===== src/rtl/fieldbus_slave_event_irq_pkg.sv =====
package fieldbus_slave_event_irq_pkg;
    // clock and times
    localparam int CLK_NS           = 20;
    localparam int GAP_SHORT_NS     = 1000;
    localparam int GAP_LONG_NS      = 1_000_000;
    localparam int TICK_SHORT_NS    = 1_000_000;
    localparam int TICK_LONG_FACTOR = 10;
    localparam int GAP_SHORT_CYC    = (GAP_SHORT_NS + CLK_NS - 1) / CLK_NS;
    localparam int GAP_LONG_CYC     = (GAP_LONG_NS + CLK_NS - 1) / CLK_NS;
    localparam int TICK_SHORT_CYC   = TICK_SHORT_NS / CLK_NS;

    // register addresses
    localparam logic [7:0] ADDR_MODE     = 8'h00;
    localparam logic [7:0] ADDR_EN_WORD  = 8'h01;
    localparam logic [7:0] ADDR_EN_LOW   = 8'h02;
    localparam logic [7:0] ADDR_EN_HIGH  = 8'h03;
    localparam logic [7:0] ADDR_EN_BIT   = 8'h04;
    localparam logic [7:0] ADDR_STATUS   = 8'h05;
    localparam logic [7:0] ADDR_EOI      = 8'h06;
    localparam logic [7:0] ADDR_CTRL     = 8'h07;
    localparam logic [7:0] ADDR_GC_CELL  = 8'h08;
    localparam logic [1:0] BUF_WINDOW    = 2'h1;

    // hardware option bits
    localparam int MODE_W          = 7;
    localparam int MODE_IRQ_HIGH   = 0;
    localparam int MODE_EARLY_RDY  = 1;
    localparam int MODE_SYNC_OK    = 2;
    localparam int MODE_FREEZE_OK  = 3;
    localparam int MODE_SLAVE_PROT = 4;
    localparam int MODE_GAP_MS     = 5;
    localparam int MODE_TICK_LONG  = 6;
    localparam logic [6:0] RST_MODE = 7'h00;

    // event bits
    localparam int EVT_OFFLINE = 0;
    localparam int EVT_EXCH    = 1;
    localparam int EVT_RATE    = 2;
    localparam int EVT_WD      = 3;
    localparam int EVT_TIMER   = 4;
    localparam int EVT_GC      = 8;
    localparam int EVT_SSA     = 9;
    localparam int EVT_CFG     = 10;
    localparam int EVT_PRM     = 11;
    localparam int EVT_DIAG    = 12;
    localparam int EVT_OUT     = 13;
    localparam logic [15:0] EVT_MASK   = 16'h3F1F;
    localparam logic [15:0] RST_STATUS = 16'h2000;
    localparam logic [15:0] RST_ENABLE = 16'h0000;

    // control bits
    localparam int CTRL_GO_OFFLINE = 0;
    localparam int CTRL_GO_ONLINE  = 1;
    localparam int CTRL_NEW_DIAG   = 2;

    // payload buffers
    localparam int BUF_DEPTH = 8;
    localparam int BUF_IDX_W = 3;
    localparam int BUF_KINDS = 4;
    localparam logic [1:0] KIND_SSA = 2'h0;
    localparam logic [1:0] KIND_CFG = 2'h1;
    localparam logic [1:0] KIND_PRM = 2'h2;
    localparam logic [1:0] KIND_OUT = 2'h3;

    typedef struct packed {
        logic [MODE_W-1:0]                        mode;
        logic [15:0]                              enable;
        logic [15:0]                              status;
        logic [7:0]                               gcCell;
        logic [BUF_KINDS-1:0][BUF_DEPTH-1:0][7:0] payload;
        logic [BUF_IDX_W-1:0]                     wrIdx;
        logic                                     exchPrev;
        logic                                     offPend;
        logic                                     offline;
        logic                                     diagPend;
        logic                                     diagSel;
        logic                                     syncActive;
        logic                                     freezeActive;
        logic                                     cmdRejected;
        logic [15:0]                              gapCnt;
        logic [15:0]                              tickCnt;
        logic [3:0]                               decade;
        logic                                     rdyWait;
        logic                                     busReady;
        logic                                     irqOut;
        logic                                     saps;
        logic [15:0]                              rdata;
    } state_t;
endpackage


===== src/rtl/fieldbus_slave_event_irq.sv =====
// Chosen here: the placing of the registers and the plain strobed port.
`timescale 1ns/1ps
module fieldbus_slave_event_irq #(
    parameter int GAP_LONG_CYCLES   = fieldbus_slave_event_irq_pkg::GAP_LONG_CYC,
    parameter int TICK_SHORT_CYCLES = fieldbus_slave_event_irq_pkg::TICK_SHORT_CYC
) (
    input  wire logic        sys_clk,
    input  wire logic        rst_n,
    input  wire logic [7:0]  addr,
    input  wire logic [15:0] wdata,
    input  wire logic        wr,
    input  wire logic        rd,
    output logic      [15:0] rdata,
    output logic             busReady,
    output logic             irqOut,
    output logic             sapsEstablished,
    output logic             offlineState,
    output logic             diagBufSel,
    output logic             syncActive,
    output logic             freezeActive,
    output logic             cmdRejected,
    input  wire logic        jobBusy,
    input  wire logic        diagBusy,
    input  wire logic        dataExchange,
    input  wire logic        baudFound,
    input  wire logic        watchdogExpired,
    input  wire logic        watchdogInControl,
    input  wire logic        gcValid,
    input  wire logic [7:0]  gcByte,
    input  wire logic        telValid,
    input  wire logic [1:0]  telKind,
    input  wire logic [7:0]  telByte,
    input  wire logic        telLast,
    input  wire logic        leaveMaster,
    input  wire logic        globalSync,
    input  wire logic        globalFreeze
);
    fieldbus_slave_event_irq_pkg::state_t st;
    fieldbus_slave_event_irq_pkg::state_t next_st;

    logic [15:0] set;
    logic [15:0] clr;
    logic        msTick;
    logic        active;

    function automatic logic [15:0] kindEvent(input logic [1:0] kind);
        logic [15:0] ev;
        ev = 16'h0000;
        if (kind == fieldbus_slave_event_irq_pkg::KIND_SSA) begin
            ev[fieldbus_slave_event_irq_pkg::EVT_SSA] = 1'b1;
        end else if (kind == fieldbus_slave_event_irq_pkg::KIND_CFG) begin
            ev[fieldbus_slave_event_irq_pkg::EVT_CFG] = 1'b1;
        end else if (kind == fieldbus_slave_event_irq_pkg::KIND_PRM) begin
            ev[fieldbus_slave_event_irq_pkg::EVT_PRM] = 1'b1;
        end else begin
            ev[fieldbus_slave_event_irq_pkg::EVT_OUT] = 1'b1;
        end
        return ev;
    endfunction

    always_comb begin
        next_st = st;
        set = 16'h0000;
        clr = 16'h0000;
        next_st.cmdRejected = 1'b0;
        next_st.busReady = 1'b0;
        next_st.rdata = 16'h0000;

        next_st.exchPrev = dataExchange;
        if (dataExchange != st.exchPrev) begin
            set[fieldbus_slave_event_irq_pkg::EVT_EXCH] = 1'b1;
        end
        if (baudFound) begin
            set[fieldbus_slave_event_irq_pkg::EVT_RATE] = 1'b1;
        end
        if (watchdogExpired && watchdogInControl) begin
            set[fieldbus_slave_event_irq_pkg::EVT_WD] = 1'b1;
        end

        msTick = (st.tickCnt == 16'(TICK_SHORT_CYCLES - 1));
        next_st.tickCnt = msTick ? 16'h0000 : st.tickCnt + 16'h0001;
        if (msTick) begin
            next_st.decade = (st.decade == 4'(fieldbus_slave_event_irq_pkg::
                TICK_LONG_FACTOR - 1)) ? 4'h0 : st.decade + 4'h1;
        end
        if (msTick && (!st.mode[fieldbus_slave_event_irq_pkg::MODE_TICK_LONG]
                || st.decade == 4'(fieldbus_slave_event_irq_pkg::
                TICK_LONG_FACTOR - 1))) begin
            set[fieldbus_slave_event_irq_pkg::EVT_TIMER] = 1'b1;
        end

        if (gcValid && gcByte != st.gcCell) begin
            next_st.gcCell = gcByte;
            set[fieldbus_slave_event_irq_pkg::EVT_GC] = 1'b1;
        end

        if (telValid) begin
            next_st.payload[telKind][st.wrIdx] = telByte;
            next_st.wrIdx = st.wrIdx + 3'h1;
            if (telLast) begin
                next_st.wrIdx = 3'h0;
                set = set | kindEvent(telKind);
            end
        end
        if (leaveMaster) begin
            next_st.payload[fieldbus_slave_event_irq_pkg::KIND_OUT] = '0;
            set[fieldbus_slave_event_irq_pkg::EVT_OUT] = 1'b1;
        end

        if (globalSync) begin
            if (st.mode[fieldbus_slave_event_irq_pkg::MODE_SYNC_OK]) begin
                next_st.syncActive = 1'b1;
            end else begin
                next_st.cmdRejected = 1'b1;
            end
        end
        if (globalFreeze) begin
            if (st.mode[fieldbus_slave_event_irq_pkg::MODE_FREEZE_OK]) begin
                next_st.freezeActive = 1'b1;
            end else begin
                next_st.cmdRejected = 1'b1;
            end
        end

        if (st.offPend && !jobBusy) begin
            next_st.offline = 1'b1;
            next_st.offPend = 1'b0;
            set[fieldbus_slave_event_irq_pkg::EVT_OFFLINE] = 1'b1;
        end
        if (st.diagPend && !diagBusy) begin
            next_st.diagSel = ~st.diagSel;
            next_st.diagPend = 1'b0;
            set[fieldbus_slave_event_irq_pkg::EVT_DIAG] = 1'b1;
        end

        if (st.gapCnt != 16'h0000) begin
            next_st.gapCnt = st.gapCnt - 16'h0001;
        end

        if (st.rdyWait) begin
            next_st.busReady = 1'b1;
            next_st.rdyWait = 1'b0;
        end
        if (wr || rd) begin
            if (st.mode[fieldbus_slave_event_irq_pkg::MODE_EARLY_RDY]) begin
                next_st.busReady = 1'b1;
            end else begin
                next_st.rdyWait = 1'b1;
            end
        end

        if (wr) begin
            if (addr == fieldbus_slave_event_irq_pkg::ADDR_MODE) begin
                next_st.mode = wdata[fieldbus_slave_event_irq_pkg::MODE_W-1:0];
            end else if (addr == fieldbus_slave_event_irq_pkg::ADDR_EN_WORD)
                    begin
                next_st.enable = wdata & fieldbus_slave_event_irq_pkg::EVT_MASK;
            end else if (addr == fieldbus_slave_event_irq_pkg::ADDR_EN_LOW)
                    begin
                next_st.enable[7:0] = wdata[7:0]
                    & fieldbus_slave_event_irq_pkg::EVT_MASK[7:0];
            end else if (addr == fieldbus_slave_event_irq_pkg::ADDR_EN_HIGH)
                    begin
                next_st.enable[15:8] = wdata[7:0]
                    & fieldbus_slave_event_irq_pkg::EVT_MASK[15:8];
            end else if (addr == fieldbus_slave_event_irq_pkg::ADDR_EN_BIT)
                    begin
                next_st.enable[wdata[3:0]] = wdata[4]
                    & fieldbus_slave_event_irq_pkg::EVT_MASK[wdata[3:0]];
            end else if (addr == fieldbus_slave_event_irq_pkg::ADDR_STATUS)
                    begin
                clr = wdata;
            end else if (addr == fieldbus_slave_event_irq_pkg::ADDR_EOI) begin
                next_st.gapCnt = st.mode[fieldbus_slave_event_irq_pkg::MODE_GAP_MS]
                    ? 16'(GAP_LONG_CYCLES)
                    : 16'(fieldbus_slave_event_irq_pkg::GAP_SHORT_CYC);
            end else if (addr == fieldbus_slave_event_irq_pkg::ADDR_CTRL) begin
                if (wdata[fieldbus_slave_event_irq_pkg::CTRL_GO_OFFLINE]) begin
                    next_st.offPend = 1'b1;
                end
                if (wdata[fieldbus_slave_event_irq_pkg::CTRL_GO_ONLINE]) begin
                    next_st.offline = st.offPend && !jobBusy;
                end
                if (wdata[fieldbus_slave_event_irq_pkg::CTRL_NEW_DIAG]) begin
                    next_st.diagPend = 1'b1;
                end
            end
        end

        if (rd) begin
            if (addr == fieldbus_slave_event_irq_pkg::ADDR_MODE) begin
                next_st.rdata = {9'h000, st.mode};
            end else if (addr == fieldbus_slave_event_irq_pkg::ADDR_EN_WORD)
                    begin
                next_st.rdata = st.enable;
            end else if (addr == fieldbus_slave_event_irq_pkg::ADDR_EN_LOW)
                    begin
                next_st.rdata = {8'h00, st.enable[7:0]};
            end else if (addr == fieldbus_slave_event_irq_pkg::ADDR_EN_HIGH)
                    begin
                next_st.rdata = {8'h00, st.enable[15:8]};
            end else if (addr == fieldbus_slave_event_irq_pkg::ADDR_STATUS)
                    begin
                next_st.rdata = st.status;
            end else if (addr == fieldbus_slave_event_irq_pkg::ADDR_CTRL) begin
                next_st.rdata = {10'h000, st.syncActive, st.freezeActive,
                    st.diagPend, st.diagSel, st.offPend, st.offline};
            end else if (addr == fieldbus_slave_event_irq_pkg::ADDR_GC_CELL)
                    begin
                next_st.rdata = {8'h00, st.gcCell};
            end else if (addr[7:6] == fieldbus_slave_event_irq_pkg::BUF_WINDOW)
                    begin
                next_st.rdata = {8'h00, st.payload[addr[4:3]][addr[2:0]]};
            end
        end

        // set wins over clear
        next_st.status = ((st.status & ~clr) | set)
            & fieldbus_slave_event_irq_pkg::EVT_MASK;
        active = (|(next_st.status & next_st.enable))
            && (next_st.gapCnt == 16'h0000);
        next_st.irqOut = next_st.mode[fieldbus_slave_event_irq_pkg::MODE_IRQ_HIGH]
            ? active : ~active;
        next_st.saps = next_st.mode[fieldbus_slave_event_irq_pkg::MODE_SLAVE_PROT];
    end

    always_ff @(posedge sys_clk or negedge rst_n) begin
        if (!rst_n) begin
            st <= '0;
            st.mode <= fieldbus_slave_event_irq_pkg::RST_MODE;
            st.enable <= fieldbus_slave_event_irq_pkg::RST_ENABLE;
            st.status <= fieldbus_slave_event_irq_pkg::RST_STATUS;
            st.irqOut <= 1'b1;
        end else begin
            st <= next_st;
        end
    end

    assign rdata           = st.rdata;
    assign busReady        = st.busReady;
    assign irqOut          = st.irqOut;
    assign sapsEstablished = st.saps;
    assign offlineState    = st.offline;
    assign diagBufSel      = st.diagSel;
    assign syncActive      = st.syncActive;
    assign freezeActive    = st.freezeActive;
    assign cmdRejected     = st.cmdRejected;

    logic irqIdle;
    assign irqIdle = (st.irqOut
        != st.mode[fieldbus_slave_event_irq_pkg::MODE_IRQ_HIGH]);
endmodule


===== config.mk =====
export PLATFORM = sky130hd
export DESIGN_NAME = fieldbus_slave_event_irq
export DESIGN_NICKNAME = d
export VERILOG_FILES = /design/src/rtl/fieldbus_slave_event_irq_pkg.sv /design/src/rtl/fieldbus_slave_event_irq.sv
export SDC_FILE = /design/constraint.sdc
export NUM_CORES = 1
export LEC_CHECK = 0
export BUFFER_PORTS_ARGS = -buffer_cell sky130_fd_sc_hd__buf_2
export CAP_MARGIN = 20
export CORE_ASPECT_RATIO = 1.25
export CORE_MARGIN = 5
export CORE_UTILIZATION = 55
export CTS_CLUSTER_DIAMETER = 120
export DETAILED_ROUTE_END_ITERATION = 8
export PLACE_DENSITY = 0.79
export SKIP_CTS_REPAIR_TIMING = 1
export SLEW_MARGIN = 15
export SYNTH_ARGS = -nofsm -noshare
export SYNTH_HDL_FRONTEND = slang
export SYNTH_SLANG_ARGS = --single-unit

===== constraint.sdc =====
create_clock -name sys_clk -period 3.2 [get_ports sys_clk]
set_input_delay 0.16 -clock sys_clk [delete_from_list [all_inputs] [get_ports sys_clk]]
set_output_delay 0.16 -clock sys_clk [all_outputs]
set_load 0.02 [all_outputs]

Yosys cells after proc, flatten, opt, wreduce, memory -nomap -nowiden. Memories as Yosys holds them, arrays and structs flattened. Index checks and enable logic that the tools add are counted.

Memory bits (read-only): 16. Logic and storage cells: 213. Memories kept: 1. Flip-flop bits (word level): 365. Bits of input ports: 58.

Memory list: (no name shown) (depth 16, bits a word 1, read ports 1, clocked after memory_dff 0, write ports 0, RTL line fieldbus_slave_event_irq.sv:169) `& fieldbus_slave_event_irq_pkg::EVT_MASK[wdata[3:0]];`.

$lt $le $gt $ge: 8. Bitwise operators: 8. Mux-type cells: 100. $add $sub $neg: 4. Equality and inequality tests: 15. Reduce and logical (&&, ||, !) cells: 23.

Operators by type and width (number): $mux 16 (17); $mux 259 (1); $bwmux 256 (1); $mux 64 (3); $mux 14 (12); $bmux 64 s2 (1); $demux 64 s2 (1); $mux 8 (9); $eq 8x3->1 const B (4); $mux 1 (32); $mux 3 (10); $bmux 8 s3 (1); $demux 8 s3 (1); $mux 21 (1); $add 16x1->16 const B (1); $and 14x16->16 (1); $bwmux 16 (1); $eq 16x16->1 const B (1); $eq 8x2->1 const B (2); $logic_not 16->1 (1); $reduce_bool 16->1 (1); $reduce_or 16->1 (1); $sub 16x1->16 const B (1); $and 14x14->14 (1); 31 further kinds (53).

Depth between registers and ports, before layout.
Depth after elaboration: 16. Depth in mapped cells: 11.

Least setup slack after synthesis. Ideal clock, no wire load.

Kind: input -> register. Start point: in addr[3]. End point: reg st, in the netlist rdata[6]. Cell stages on the path: 9. Setup slack: 0.223 ns. Data arrival time: 2.844 ns. Path buffers: 3. Required time: 3.067 ns. Cells stage by stage: clkbuf_1 buf_2 buf_1 mux4_2 mux4_2 mux2i_1 nor2_1 a2111oi_0 nor2_1.

RTL lines: start: declaration (RTL line fieldbus_slave_event_irq.sv:9) `input wire logic [7:0] addr,`; end signal: assignment (RTL line fieldbus_slave_event_irq.sv:235) `st <= next_st;`; end: declaration (RTL line fieldbus_slave_event_irq.sv:38) `fieldbus_slave_event_irq_pkg::state_t st;`.

==> results.json <==
{
  "synth_edf_count": 0,
  "crit_family": "simple AND/OR/NAND/NOR gates",
  "hold_ws_ns": 0.008168,
  "die_h_um": 210.7,
  "synthSimpleGateAreaFrac_pct": 10.48,
  "ys_types": 70,
  "dp_hpwl_um": 31790,
  "critPathKind": "reg -> reg",
  "tightest_slew_ns": 1.030,
  "fin_skew_ns": 0.01936,
  "setup_viol": 0,
  "synth-compound-area-share_pct": 6.632,
  "max-slew-margin-rel_pct": 31.31,
  "vdd_drop_max_v": 0.0003983,
  "cts_buffer_depth": 3,
  "drtPass1Iterations": 5,
  "h-tree-depth": 2,
  "max_freq_mhz": 335.0,
  "grt_busiest_layer": "met2",
  "antenna_found_initial": 0,
  "synth_nets": 1501,
  "ys_seq_elements": 364,
  "grt_setup_unrepaired": "false",
  "synth_flop_cell": "dfrtp_1",
  "cap_violations": 0,
  "crit_path_max_incr_delay_ns": 0.56,
  "met3_usage_pct": 4.380,
  "yosys_warnings": 0,
  "antennaDiodeCount": 0,
  "vias": 12338,
  "fillCellCount": 2339,
  "clock_latency_ns": 0.53,
  "postSynthAreaPerCell_um2": 12.31,
  "hold_viol": 0,
  "synth_fa_ha_area_share_pct": 0.2825,
  "fp.dieArea_um2": 35920,
  "post-route-period-util_pct": 93.29,
  "track_usage_pct": 26.50,
  "p_leak_uw": 0.008838,
  "coreArea_um2": 31790,
  "gp_congestion": 1.005,
  "drtIter0Drc": 1062,
  "cts_tree": "built",
  "grt_first_pass_wirelength_um": 74330,
  "synthMuxAreaShare_pct": 26.07,
  "cp.arrival_ns": 3.44,
  "globalRouteMet2Util_pct": 44.99,
  "cp.required_ns": 3.65,
  "routedWlPerCell_um": 24.03,
  "grt_pass1_vias": 13010,
  "async_reset_ff_share_pct": 100.0,
  "gr-total-overflow": 0,
  "rows": 73,
  "synth_area_leaders": "dfrtp_1, mux2_2, mux4_2",
  "synth_area_um2": 17720,
  "wl_um": 46870,
  "drv_slew": 0,
  "cts_buffers": 36,
  "crit_chain": "or4_1, or3_1, nor4_1, xnor2_1, a21oi_1, or4_1, a211oi_1, xnor2_1",
  "ant_nets": 0,
  "synth_xor_area_share_pct": 1.879,
  "cp-end-kind": "flop",
  "multi_input_area_um2": 8039,
  "yosysSeqAreaShare_pct": 51.43,
  "power_density_nw_per_um2": 624.5,
  "start_util_pct": 55.74,
  "path_max_fanout": 4,
  "hold_class": "in -> reg",
  "grtUsageMet1_pct": 33.67,
  "final_nets": 1576,
  "min_period_ns": 2.985,
  "drive_above_1_share_pct": 31.97,
  "via_per_inst": 6.324,
  "io_pins": 82,
  "numClockSinks": 364,
  "yosys.area.top_type": "dfrtp_1",
  "fin_tns_setup_ns": 0,
  "drc": 0,
  "status": "complete, no violations",
  "clk_pin_slew_ns": 0.07,
  "path_buf_inv": 0,
  "area_delta_synth_final_pct": 13.40,
  "clockRootBuffer": "clkbuf_16",
  "start_kind": "flop",
  "yosysTopAreaCellShare_pct": 51.13,
  "syn_inst": 1439,
  "die_x_um": 170.5,
  "synth_top_family_by_area": "multiplexers",
  "grt_max_degree": 123,
  "ff_latch_area_um2": 9111,
  "portBuffers": 78,
  "crit_slowest_cell": "or4_1"
}
[cell type report]
type	count	share of cell area [%]
sequential	364	45.35
tap	412	2.566
inverter	16	0.2989
clock buffer	53	5.456
multi-input combinational	943	40.01
clock inverter	10	0.7598
timing repair buffer	153	5.555
[logic make-up (layout without fill, tap and decap cells)]
group / count (synthesis) / in the layout
buffers and inverters: 132 / 232
AO/OA/AOI/OAI: 178 / 178
adder cells (fa/ha/maj): 4 / 4
flip-flops: 364 / 364
multiplexers: 335 / 335
XOR/XNOR: 38 / 38
AND/OR/NAND/NOR: 388 / 388
[routing by layer]
metal | share of wire [%] | routed length, um
met2 | 51 | 24120
met4 | 4.8 | 2230
met3 | 5.9 | 2780
met5 | 0 | 0
met1 | 38 | 17750
[state kept, by name, indices dropped and copies added (netlist names)]
name          flops
offlineState      1
diagBufSel        1
syncActive        1
irqOut            1
st              341
rdata            16
cmdRejected       1
busReady          1
freezeActive      1
[report_power, final]
part           internal [uW]  switching [uW]
Combinational           1220            1030
Clock                   2690            1770
Sequential              5360             488
Total                   9270            3280
[metrics by stage]
| stage | cell area (um^2) | cells | utilization [%] | power, uW | setup slack [ns] |
|---|---|---|---|---|---|
| floorplan | 17720 | 1439 | - | 7313 | 0.2230 |
| global placement | 18590 | 1863 | 58.49 | 7946 | 0.1310 |
| CTS | 19840 | 1926 | 62.42 | 12580 | 0.2055 |
| detailed placement | 18590 | 1863 | 58.49 | 8107 | 0.1391 |
| global route | 20090 | 1951 | 63.21 | 13070 | 0.03689 |
| finish | 20090 | 1951 | 63.21 | 12550 | 0.2148 |
[worst paths after layout]
| kind | depth (start not counted) | startpoint | to | slack, ns |
|---|---|---|---|---|
| max | 8 | st[47] | irqOut | 0.21 |
| max reg2reg | 8 | st[47] | irqOut | 0.21 |
| min | 3 | telValid | st[65] | 0.008 |
| min reg2reg | 1 | st[19] | busReady | 0.44 |
| min in group asynchronous | 2 | rst_n | st[40] | 0.29 |
| max in group asynchronous | 3 | rst_n | st[37] | 1.83 |
[cell usage in the layout, fill, tap and decap left out, types with 7 or more instances in the layout]
cell | synthesis | final
a21oi_1 | 56 | 56
a22o_1 | 12 | 12
a22oi_1 | 7 | 7
and3_1 | 10 | 10
buf_12 | 0 | 7
buf_2 | 7 | 76
buf_4 | 16 | 44
clkbuf_16 | 0 | 37
clkbuf_8 | 0 | 11
dfrtp_1 | 362 | 362
dlygate4sd3_1 | 0 | 25
inv_1 | 16 | 16
mux2_2 | 211 | 211
mux2i_1 | 44 | 44
mux4_2 | 80 | 80
nand2_1 | 108 | 108
nand2b_1 | 9 | 9
nand3_1 | 57 | 57
nand4_1 | 9 | 9
nor2_1 | 108 | 108
nor2b_1 | 9 | 9
nor3_1 | 24 | 24
nor4_1 | 10 | 9
o21ai_0 | 32 | 32
o22ai_1 | 9 | 9
xnor2_1 | 21 | 21
xor2_1 | 17 | 17
[synthesized netlist by cell type, drive strengths merged, types with 3 or more instances]
cell type  number
mux4           80
dfrtp         362
a32o            5
a221oi          3
nor3b           6
or2             6
a21boi          5
o21ai          33
clkbuf         82
xor2           17
mux2          211
and3           10
nand2b          9
nor4b           3
o31ai           3
nor3           24
or4             6
a21o            6
nor4           10
buf            34
and4            3
nand3b          5
a22o           12
nand2         108
o2bb2ai         3
ha              4
xnor2          21
o211ai          6
inv            16
nand3          57
a22oi           7
or3             5
a2111oi         3
nor2          108
mux2i          44
a211oi          3
nand4           9
a221o           3
nor2b           9
o22ai           9
a31oi           4
a21oi          56
[tightest hold or removal path, cell delays in order]
cell	delay [ns]
buf_2	0.17
nand2_1	0.10
o22ai_1	0.06
Note: power is estimated with default switching activity, not from simulation.
